`src/rtl/tcd_pkg.sv`:
```
// package of field positions, codes, reset values and types for the transfer control decoder
package tcd_pkg;

  ////////////////////////////////////////////////////////////////////////////////
  // widths
  localparam int TCD_WORD_W = 32;
  localparam int TCD_OFFS_W = 24;
  localparam int TCD_OP_W = 3;
  localparam int TCD_PHASE_W = 3;
  localparam int TCD_BYTE_W = 8;

  ////////////////////////////////////////////////////////////////////////////////
  // first longword field positions
  localparam int TCD_OP_HI = 29;
  localparam int TCD_OP_LO = 27;
  localparam int TCD_PHASE_HI = 26;
  localparam int TCD_PHASE_LO = 24;
  localparam int TCD_REL_BIT = 23;
  localparam int TCD_CARRY_BIT = 21;
  localparam int TCD_FLY_BIT = 20;
  localparam int TCD_POL_BIT = 19;
  localparam int TCD_CMPD_BIT = 18;
  localparam int TCD_CMPP_BIT = 17;
  localparam int TCD_WAIT_BIT = 16;
  localparam int TCD_MASK_HI = 15;
  localparam int TCD_MASK_LO = 8;
  localparam int TCD_VAL_HI = 7;
  localparam int TCD_VAL_LO = 0;

  ////////////////////////////////////////////////////////////////////////////////
  // operation codes, the top bit marks reserved codes
  localparam logic [2:0] TCD_OP_JUMP = 3'h0;
  localparam logic [2:0] TCD_OP_CALL = 3'h1;
  localparam logic [2:0] TCD_OP_RET = 3'h2;
  localparam logic [2:0] TCD_OP_INT = 3'h3;
  localparam int TCD_OP_RSVD_BIT = 2;

  ////////////////////////////////////////////////////////////////////////////////
  // interrupt status layout and reset values
  localparam int TCD_INTERRUPT_STATUS_W = 8;
  localparam int TCD_INTERRUPT_STATUS_FLY_BIT = 2;
  localparam logic [31:0] TCD_IP_RST = 32'h0000_0000;
  localparam logic [31:0] TCD_WORD_RST = 32'h0000_0000;
  localparam logic [7:0] TCD_INTERRUPT_STATUS_RST = 8'h00;
  localparam logic [31:0] TCD_IP_STEP = 32'h0000_0004;

  ////////////////////////////////////////////////////////////////////////////////
  // sequencer states
  typedef enum logic [1:0] {
    TCD_IDLE,
    TCD_WAIT_PHASE,
    TCD_EXEC,
    TCD_HALT
  } tcd_state_type;

endpackage

```
`src/rtl/tcd_decoder.sv`:
```
// transfer control decoder: jump, call, return and interrupt execution
// Function
// - decode jump, call, return, interrupt, reserved
// - taken jump loads pointer from target
// - not taken: sequential fetch, pointer unchanged
// - call saves pointer before branching
// - return reloads pointer from store
// - no call tracking, no return error
// - halting interrupt asserts host request low
// - halt until host writes pointer
// - interrupt operand kept as service vector
// - on-the-fly sets status bit two, continues
// - phase field compared with latched lines
// - relative target adds signed 24-bit offset
// - relative only for jump and call
// - carry test alone decides condition
// - polarity bit selects branch sense
// - both compares must agree
// - data compare against first received byte
// - mask bits exclude bit positions
// - phase compare or atn in target
// - wait for new phase before compare
// - pointer becomes target plus four
`timescale 1ns/1ps
module tcd_decoder
  import tcd_pkg::*;
(
  // clock and reset
  input wire logic clk_sys,
  input wire logic sys_rst,
  // instruction from fetch unit
  input wire logic insn_valid,
  output logic insn_ready,
  input wire logic [tcd_pkg::TCD_WORD_W-1:0] insn_word,
  input wire logic [tcd_pkg::TCD_WORD_W-1:0] insn_operand,
  input wire logic ip_advance,
  // fetch request to fetch unit
  output logic fetch_req,
  output logic [tcd_pkg::TCD_WORD_W-1:0] fetch_addr,
  output logic [tcd_pkg::TCD_WORD_W-1:0] instr_ptr,
  // conditions
  input wire logic alu_carry,
  input wire logic initiator_mode,
  input wire logic atn_active,
  input wire logic [tcd_pkg::TCD_PHASE_W-1:0] latched_phase,
  input wire logic phase_unserviced,
  output logic phase_consumed,
  input wire logic [tcd_pkg::TCD_BYTE_W-1:0] first_received_byte,
  // host side
  input wire logic host_ip_wr,
  input wire logic [tcd_pkg::TCD_WORD_W-1:0] host_ip_data,
  input wire logic fly_clr,
  input wire logic illegal_clr,
  output logic irq_n,
  output logic [tcd_pkg::TCD_INTERRUPT_STATUS_W-1:0] interrupt_status,
  output logic [tcd_pkg::TCD_WORD_W-1:0] branch_operand_holder,
  output logic [tcd_pkg::TCD_WORD_W-1:0] return_addr,
  output logic halted,
  output logic illegal_op
);

  import tcd_pkg::*;

  ////////////////////////////////////////////////////////////////////////////////
  // state and storage
  tcd_state_type state_ff;
  tcd_state_type nxt_state;
  logic [TCD_WORD_W-1:0] instr_ff;
  logic [TCD_WORD_W-1:0] holder_ff;
  logic [TCD_WORD_W-1:0] ip_ff;
  logic [TCD_WORD_W-1:0] ret_ff;
  logic [TCD_WORD_W-1:0] fetch_addr_ff;
  logic fetch_req_ff;
  logic irq_n_ff;
  logic fly_ff;
  logic illegal_ff;
  logic consumed_ff;

  ////////////////////////////////////////////////////////////////////////////////
  // decode of the held instruction
  logic [TCD_OP_W-1:0] op_code;
  logic op_select_msb;
  logic op_select_mid;
  logic op_select_lsb;
  logic is_jump;
  logic is_call;
  logic is_ret;
  logic is_int;
  logic new_reserved;
  logic new_waits;
  logic cond_taken;
  logic [TCD_WORD_W-1:0] target;
  logic [TCD_WORD_W-1:0] next_ptr;
  logic exec_taken;
  logic int_halt;
  logic int_fly;
  logic accept;

  assign op_code = instr_ff[TCD_OP_HI:TCD_OP_LO];
  assign op_select_msb = op_code[2];
  assign op_select_mid = op_code[1];
  assign op_select_lsb = op_code[0];

  assign is_jump = ~op_select_msb & ~op_select_mid & ~op_select_lsb;
  assign is_call = ~op_select_msb & ~op_select_mid & op_select_lsb;
  assign is_ret = ~op_select_msb & op_select_mid & ~op_select_lsb;
  assign is_int = ~op_select_msb & op_select_mid & op_select_lsb;

  assign new_reserved = insn_word[TCD_OP_HI];

  // wait only when the wait bit is set and a phase or data compare is enabled without carry test
  assign new_waits = insn_word[TCD_WAIT_BIT] & ~insn_word[TCD_CARRY_BIT]
                     & (insn_word[TCD_CMPP_BIT] | insn_word[TCD_CMPD_BIT]);

  assign accept = insn_valid && (state_ff == TCD_IDLE) && !host_ip_wr;

  ////////////////////////////////////////////////////////////////////////////////
  // condition and target
  tcd_cond_eval u_cond
  (
    .carry_test (instr_ff[TCD_CARRY_BIT]),
    .cmp_data (instr_ff[TCD_CMPD_BIT]),
    .cmp_phase (instr_ff[TCD_CMPP_BIT]),
    .branch_on_true (instr_ff[TCD_POL_BIT]),
    .phase_field (instr_ff[TCD_PHASE_HI:TCD_PHASE_LO]),
    .cmp_mask (instr_ff[TCD_MASK_HI:TCD_MASK_LO]),
    .cmp_value (instr_ff[TCD_VAL_HI:TCD_VAL_LO]),
    .alu_carry (alu_carry),
    .initiator_mode (initiator_mode),
    .atn_active (atn_active),
    .latched_phase (latched_phase),
    .first_received_byte (first_received_byte),
    .taken (cond_taken)
  );

  tcd_target_calc u_target
  (
    .op_code (op_code),
    .relative (instr_ff[TCD_REL_BIT]),
    .operand (holder_ff),
    .instr_ptr (ip_ff),
    .return_addr (ret_ff),
    .target (target),
    .next_ptr (next_ptr)
  );

  assign exec_taken = (state_ff == TCD_EXEC) && cond_taken && !host_ip_wr;
  assign int_halt = exec_taken && is_int && !instr_ff[TCD_FLY_BIT];
  assign int_fly = exec_taken && is_int && instr_ff[TCD_FLY_BIT];

  ////////////////////////////////////////////////////////////////////////////////
  // sequencer
  always_comb
  begin
    nxt_state = state_ff;
    unique case (state_ff)
      TCD_IDLE:
      begin
        if (accept)
        begin
          if (new_reserved)
          begin
            nxt_state = TCD_HALT;
          end
          else if (new_waits)
          begin
            nxt_state = TCD_WAIT_PHASE;
          end
          else
          begin
            nxt_state = TCD_EXEC;
          end
        end
      end
      TCD_WAIT_PHASE:
      begin
        if (host_ip_wr)
        begin
          nxt_state = TCD_IDLE;
        end
        else if (phase_unserviced)
        begin
          nxt_state = TCD_EXEC;
        end
      end
      TCD_EXEC:
      begin
        if (int_halt)
        begin
          nxt_state = TCD_HALT;
        end
        else
        begin
          nxt_state = TCD_IDLE;
        end
      end
      TCD_HALT:
      begin
        if (host_ip_wr)
        begin
          nxt_state = TCD_IDLE;
        end
      end
    endcase
  end

  always_ff @(posedge clk_sys)
  begin
    if (sys_rst)
    begin
      state_ff <= TCD_IDLE;
    end
    else
    begin
      state_ff <= nxt_state;
    end
  end

  ////////////////////////////////////////////////////////////////////////////////
  // instruction and operand holders
  always_ff @(posedge clk_sys)
  begin
    if (sys_rst)
    begin
      instr_ff <= TCD_WORD_RST;
    end
    else if (accept)
    begin
      instr_ff <= insn_word;
    end
  end

  always_ff @(posedge clk_sys)
  begin
    if (sys_rst)
    begin
      holder_ff <= TCD_WORD_RST;
    end
    else if (accept)
    begin
      holder_ff <= insn_operand;
    end
  end

  ////////////////////////////////////////////////////////////////////////////////
  // instruction pointer
  always_ff @(posedge clk_sys)
  begin
    if (sys_rst)
    begin
      ip_ff <= TCD_IP_RST;
    end
    else if (host_ip_wr)
    begin
      ip_ff <= host_ip_data;
    end
    else if (exec_taken && (is_jump || is_call || is_ret))
    begin
      ip_ff <= next_ptr;
    end
    else if (ip_advance)
    begin
      ip_ff <= ip_ff + TCD_IP_STEP;
    end
  end

  ////////////////////////////////////////////////////////////////////////////////
  // return address store
  always_ff @(posedge clk_sys)
  begin
    if (sys_rst)
    begin
      ret_ff <= TCD_WORD_RST;
    end
    else if (exec_taken && is_call)
    begin
      ret_ff <= ip_ff;
    end
  end
  // return uses the store whatever it holds

  ////////////////////////////////////////////////////////////////////////////////
  // fetch request
  always_ff @(posedge clk_sys)
  begin
    if (sys_rst)
    begin
      fetch_req_ff <= 1'b0;
      fetch_addr_ff <= TCD_WORD_RST;
    end
    else if (host_ip_wr && state_ff != TCD_IDLE)
    begin
      fetch_req_ff <= 1'b1;
      fetch_addr_ff <= host_ip_data;
    end
    else if (exec_taken && (is_jump || is_call || is_ret))
    begin
      fetch_req_ff <= 1'b1;
      fetch_addr_ff <= target;
    end
    else if (state_ff == TCD_EXEC && !int_halt)
    begin
      fetch_req_ff <= 1'b1;
      fetch_addr_ff <= ip_ff;
    end
    else
    begin
      fetch_req_ff <= 1'b0;
    end
  end

  ////////////////////////////////////////////////////////////////////////////////
  // phase consumption
  always_ff @(posedge clk_sys)
  begin
    if (sys_rst)
    begin
      consumed_ff <= 1'b0;
    end
    else
    begin
      consumed_ff <= (state_ff == TCD_WAIT_PHASE) && phase_unserviced && !host_ip_wr;
    end
  end

  ////////////////////////////////////////////////////////////////////////////////
  // host interrupt and status flags
  always_ff @(posedge clk_sys)
  begin
    if (sys_rst)
    begin
      irq_n_ff <= 1'b1;
    end
    else if (int_halt || (accept && new_reserved))
    begin
      irq_n_ff <= 1'b0;
    end
    else if (host_ip_wr)
    begin
      irq_n_ff <= 1'b1;
    end
  end

  always_ff @(posedge clk_sys)
  begin
    if (sys_rst)
    begin
      fly_ff <= 1'b0;
    end
    else if (int_fly)
    begin
      fly_ff <= 1'b1;
    end
    else if (fly_clr)
    begin
      fly_ff <= 1'b0;
    end
  end

  always_ff @(posedge clk_sys)
  begin
    if (sys_rst)
    begin
      illegal_ff <= 1'b0;
    end
    else if (accept && new_reserved)
    begin
      illegal_ff <= 1'b1;
    end
    else if (illegal_clr)
    begin
      illegal_ff <= 1'b0;
    end
  end

  ////////////////////////////////////////////////////////////////////////////////
  // outputs
  assign insn_ready = (state_ff == TCD_IDLE) && !host_ip_wr;
  assign fetch_req = fetch_req_ff;
  assign fetch_addr = fetch_addr_ff;
  assign instr_ptr = ip_ff;
  assign phase_consumed = consumed_ff;
  assign irq_n = irq_n_ff;
  assign branch_operand_holder = holder_ff;
  assign return_addr = ret_ff;
  assign halted = (state_ff == TCD_HALT);
  assign illegal_op = illegal_ff;

  always_comb
  begin
    interrupt_status = TCD_INTERRUPT_STATUS_RST;
    interrupt_status[TCD_INTERRUPT_STATUS_FLY_BIT] = fly_ff;
  end

endmodule

```
`src/rtl/tcd_cond_eval.sv`:
```
// condition evaluation for branch-type instructions
`timescale 1ns/1ps
module tcd_cond_eval
  import tcd_pkg::*;
(
  // instruction condition fields
  input wire logic carry_test,
  input wire logic cmp_data,
  input wire logic cmp_phase,
  input wire logic branch_on_true,
  input wire logic [tcd_pkg::TCD_PHASE_W-1:0] phase_field,
  input wire logic [tcd_pkg::TCD_BYTE_W-1:0] cmp_mask,
  input wire logic [tcd_pkg::TCD_BYTE_W-1:0] cmp_value,
  // live conditions
  input wire logic alu_carry,
  input wire logic initiator_mode,
  input wire logic atn_active,
  input wire logic [tcd_pkg::TCD_PHASE_W-1:0] latched_phase,
  input wire logic [tcd_pkg::TCD_BYTE_W-1:0] first_received_byte,
  // result
  output logic taken
);

  logic phase_true;
  logic data_true;

  assign phase_true = initiator_mode ? (latched_phase == phase_field) : atn_active;
  assign data_true = (((first_received_byte ^ cmp_value) & ~cmp_mask) == '0);

  always_comb
  begin
    if (carry_test)
    begin
      taken = branch_on_true ? alu_carry : ~alu_carry;
    end
    else if (cmp_phase && cmp_data)
    begin
      taken = branch_on_true ? (phase_true & data_true) : (~phase_true & ~data_true);
    end
    else if (cmp_phase)
    begin
      taken = branch_on_true ? phase_true : ~phase_true;
    end
    else if (cmp_data)
    begin
      taken = branch_on_true ? data_true : ~data_true;
    end
    else
    begin
      // no test enabled counts as a true comparison
      taken = branch_on_true;
    end
  end

endmodule

```
`src/rtl/tcd_target_calc.sv`:
```
// branch target and follow-on pointer calculation
`timescale 1ns/1ps
module tcd_target_calc
  import tcd_pkg::*;
(
  // instruction
  input wire logic [tcd_pkg::TCD_OP_W-1:0] op_code,
  input wire logic relative,
  input wire logic [tcd_pkg::TCD_WORD_W-1:0] operand,
  // pointers
  input wire logic [tcd_pkg::TCD_WORD_W-1:0] instr_ptr,
  input wire logic [tcd_pkg::TCD_WORD_W-1:0] return_addr,
  // results
  output logic [tcd_pkg::TCD_WORD_W-1:0] target,
  output logic [tcd_pkg::TCD_WORD_W-1:0] next_ptr
);

  logic [TCD_WORD_W-1:0] offset_ext;
  logic use_rel;

  assign offset_ext = {{(TCD_WORD_W-TCD_OFFS_W){operand[TCD_OFFS_W-1]}}, operand[TCD_OFFS_W-1:0]};
  // relative for jump and call only
  assign use_rel = relative && ((op_code == TCD_OP_JUMP) || (op_code == TCD_OP_CALL));

  always_comb
  begin
    if (op_code == TCD_OP_RET)
    begin
      target = return_addr;
    end
    else if (use_rel)
    begin
      target = instr_ptr + offset_ext;
    end
    else
    begin
      target = operand;
    end
  end

  assign next_ptr = target + TCD_IP_STEP;

endmodule

```
`config.mk`:
```
export PLATFORM = sky130hd
export DESIGN_NAME = tcd_decoder
export DESIGN_NICKNAME = d
export VERILOG_FILES = /design/src/rtl/tcd_pkg.sv /design/src/rtl/tcd_decoder.sv /design/src/rtl/tcd_cond_eval.sv /design/src/rtl/tcd_target_calc.sv
export SDC_FILE = /design/constraint.sdc
export NUM_CORES = 1
export LEC_CHECK = 0
export BUFFER_PORTS_ARGS = -buffer_cell sky130_fd_sc_hd__buf_2
export CAP_MARGIN = 20
export CORE_MARGIN = 10
export CORE_UTILIZATION = 59
export DETAILED_ROUTE_END_ITERATION = 10
export PLACE_DENSITY = 0.92
export SLEW_MARGIN = 30
export SYNTH_ARGS = -nofsm -noshare
export SYNTH_HDL_FRONTEND = slang
export SYNTH_SLANG_ARGS = --single-unit
```
`constraint.sdc`:
```
create_clock -name clk_sys -period 12.98 [get_ports clk_sys]
set_clock_uncertainty 0.15 [all_clocks]
set_input_delay 2.596 -clock clk_sys [delete_from_list [all_inputs] [get_ports clk_sys]]
set_output_delay 2.596 -clock clk_sys [all_outputs]
set_load 0.01 [all_outputs]
```
==> run summary <==
Peak supply drop: 0.1105 mV
Critical-path maximum fanout: 56
GRT Total Usage: 30.02%
Status: completed
Grt total ovfl: 0
Period utilisation layout: 53.53%
Worst Hold Margin: 0.3123 ns
Clock latency on the worst-skew pair: 0.44 ns
FILL cells: 1417
CP Launch Type: primary input
Crit path required time: 13.21 ns
Setup-failing EPs final: 0
Sink Count: 163
Fin crit period: 6.948 ns
Die Ht: 153.0 µm
Core box area: 17300 µm²
Post-route ant nets: 0
FFs w/ async S/R, synth: 0%
Initial DRC Count: 1225
Max H-tree Level: 4
Die area: 23400 µm²
Setup crit end kind: register
DRC violations left: 0
Post-Syn Instances: 1407
Drt total wl: 37450 µm
Layout cell share with drive strength beyond 1: 20.33%
Root Buffer: clkbuf_16
Slew Limit Fails: 0
Final hold vios: 0
Vias/cell: 6.397
Number of antenna repair diodes: 0
Pleak: 5.078 nW
Top-area cell type share of the netlist area: 31.27%
Critical path class: primary input to register
Die X: 153.0 µm
Total number of vias: 11670
Slew HR: 32.58%
Nets: 1737
Fmax: 0.1439 GHz
Vias in the first global route: 11090
Initial antenna violation count: 0
Yosys warns: 0
TritonCTS Buffers: 17
Synth area leaders: dfxtp_1 (31%), nand2_1 (8.3%), a21oi_1 (7.1%), nor2_1 (5.3%), ha_1 (3.8%)
Leading area contributor after synthesis: dfxtp_1
IO Count: 260
Hold buffers post-CTS: 0
Hold Path Class: register to register
Synthesized area: 10430 µm²
Distinct cells, synth: 83
EDFF count, synth: 0
First-pass GRT wire length: 58420 µm
Post-CTS setup buffer count: 0
Avg Cell Area, Syn: 7.416 µm²
Hpwl dp: 27500 µm
Unrepaired setup endpoints after global routing: no
Number of port buffers: 249
Worst Path Arrival: 7.17 ns
CTS max path bufs: 2
Largest net degree at the start of global routing: 78
Worst-path clk slew: 0.07 ns
FF+latch count, synth: 163
Post-route cell area: 12260 µm²
Num rows: 48
Setup_tns: 0 ns
CTS tree: built
Total of max-cap violations: 0
TritonRoute pass-1 iters: 8
Pwr Density: 130.6 nW/µm²
Drt wl/cell: 20.53 µm
Worst-Margin Slew: 0.9987 ns
Seq/Total Area, Yosys: 31.27%
Initial Util: 60.32%
Dpl cell area: 11640 µm²
RD Place Congestion: 0.9498
Main synth FF type: dfxtp_1
PostCTS Resize Cnt: 0
Area growth syn-to-layout: 17.50%
per-stage QoR:
stage | setup WS, ns | total power [mW] | std cells | util, %
finish | 6.032 | 1.601 | 1824 | 70.88
global route | 5.686 | 1.671 | 1824 | 70.88
CTS | 5.887 | 1.592 | 1824 | 70.84
detailed placement | 5.452 | 1.056 | 1792 | 67.28
global placement | 5.545 | 1.042 | 1792 | 67.24
floorplan | 6.379 | 0.9034 | 1413 | -
metal layers:
layer | up-vias | track usage, % | part of all wire (%)
met5 | - | 0 | 0
met4 | 0 | 15.62 | 4.8
met3 | 145 | 7.884 | 9.5
met2 | 617 | 51.46 | 49
met1 | 5471 | 33.51 | 37
li1 | 5436 | - | -
worst max-delay path: stages:
cell and delay, ns:
buf_2 0.10, xnor2_1 0.18, o22ai_1 0.13, nor4_2 0.58, mux2i_2 0.72, nand2_4 0.52, o21ai_0 0.40, ha_1 0.24
nor2b_1 0.46, and3b_1 0.41, nand2_1 0.15, or4_1 0.50, a31oi_1 0.16
layout by cell type, fill, tap and decap left out, types with 9 or more instances in the layout:
| cell type | count |
|---|---|
| a211oi_1 | 32 |
| a21o_1 | 13 |
| a21oi_1 | 149 |
| a22o_1 | 9 |
| a22oi_1 | 14 |
| a311oi_1 | 12 |
| a31oi_1 | 17 |
| and2_1 | 12 |
| and3_1 | 12 |
| buf_2 | 248 |
| buf_4 | 12 |
| clkbuf_16 | 17 |
| dfxtp_1 | 163 |
| ha_1 | 32 |
| inv_1 | 25 |
| mux2i_1 | 39 |
| nand2_1 | 231 |
| nand2b_1 | 12 |
| nand3_1 | 26 |
| nand4_1 | 17 |
| nor2_1 | 146 |
| nor2b_1 | 9 |
| nor3_1 | 33 |
| o211ai_1 | 28 |
| o21a_1 | 12 |
| o21ai_0 | 66 |
| o22ai_1 | 14 |
| xnor2_1 | 25 |
| xor2_1 | 14 |
Yosys cell counts, types with 8 or more instances:
| library cell | instances |
|---|---|
| o21a_1 | 12 |
| and2_1 | 13 |
| a211o_1 | 8 |
| a21o_1 | 13 |
| nor4_1 | 8 |
| and3_1 | 12 |
| or3_1 | 8 |
| nor3b_1 | 8 |
| a21oi_1 | 149 |
| xnor2_1 | 25 |
| ha_1 | 32 |
| clkbuf_1 | 77 |
| buf_4 | 9 |
| buf_2 | 10 |
| a31oi_1 | 17 |
| nand2b_1 | 12 |
| o211ai_1 | 28 |
| o21ai_0 | 66 |
| nor2_1 | 148 |
| mux2i_1 | 39 |
| dfxtp_1 | 163 |
| a211oi_1 | 32 |
| inv_1 | 25 |
| nand4_1 | 17 |
| a22o_1 | 9 |
| nor2b_1 | 9 |
| xor2_1 | 14 |
| nand3_1 | 26 |
| nand2_1 | 232 |
| a311oi_1 | 12 |
| a22oi_1 | 14 |
| nor3_1 | 34 |
| o22ai_1 | 14 |
layout make-up:
type,instances,area (µm²),share of cell area (%)
Inverter,25,93.84,0.7655
Clock buffer,17,425.4,3.470
Clock inverter,15,190.2,1.551
Tap cell,225,281.5,2.296
Multi-Input combinational cell,1119,6674,54.44
Sequential cell,163,3263,26.62
Timing Repair Buffer,260,1331,10.86
cell families after synthesis:
| group | Yosys count | synth area share, % |
|---|---|---|
| buffers and inverters | 131 | 5.372 |
| other | 1 | 0.03594 |
| multiplexers | 43 | 4.197 |
| AO/OA/AOI/OAI | 431 | 26.50 |
| adder cells (fa/ha/maj) | 33 | 4.029 |
| flip-flops | 163 | 31.27 |
| AND/OR/NAND/NOR | 566 | 25.31 |
| XOR/XNOR | 39 | 3.274 |
path summary, 6_finish.rpt:
check / startpoint / to / slack, ns / cells after the start
min reg2reg: instr_ff[14]$_SDFFE_PP0P_ / instr_ff[14]$_SDFFE_PP0P_ / 0.31 / 2
max reg2reg: instr_ff[4]$_SDFFE_PP0P_ / instr_ptr[30]$_SDFFE_PP0P_ / 7.94 / 12
min: instr_ff[14]$_SDFFE_PP0P_ / instr_ff[14]$_SDFFE_PP0P_ / 0.31 / 2
max: first_received_byte[4] / instr_ptr[30]$_SDFFE_PP0P_ / 6.03 / 13
where the power goes:
part	switching, mW	internal (mW)
combinational	0.283	0.165
clock	0.247	0.294
sequential	0.0584	0.554
total	0.589	1.01
registers in the layout, summed over array words and instances (netlist names):
name and cells:
illegal_op 1, phase_consumed 1, fetch_req 1, instr_ff 28
irq_n 1, fetch_addr 32, state_ff 2, branch_operand_holder 32
fly_ff 1, instr_ptr 32, return_addr 32
Power figures use the tool's default switching activity.
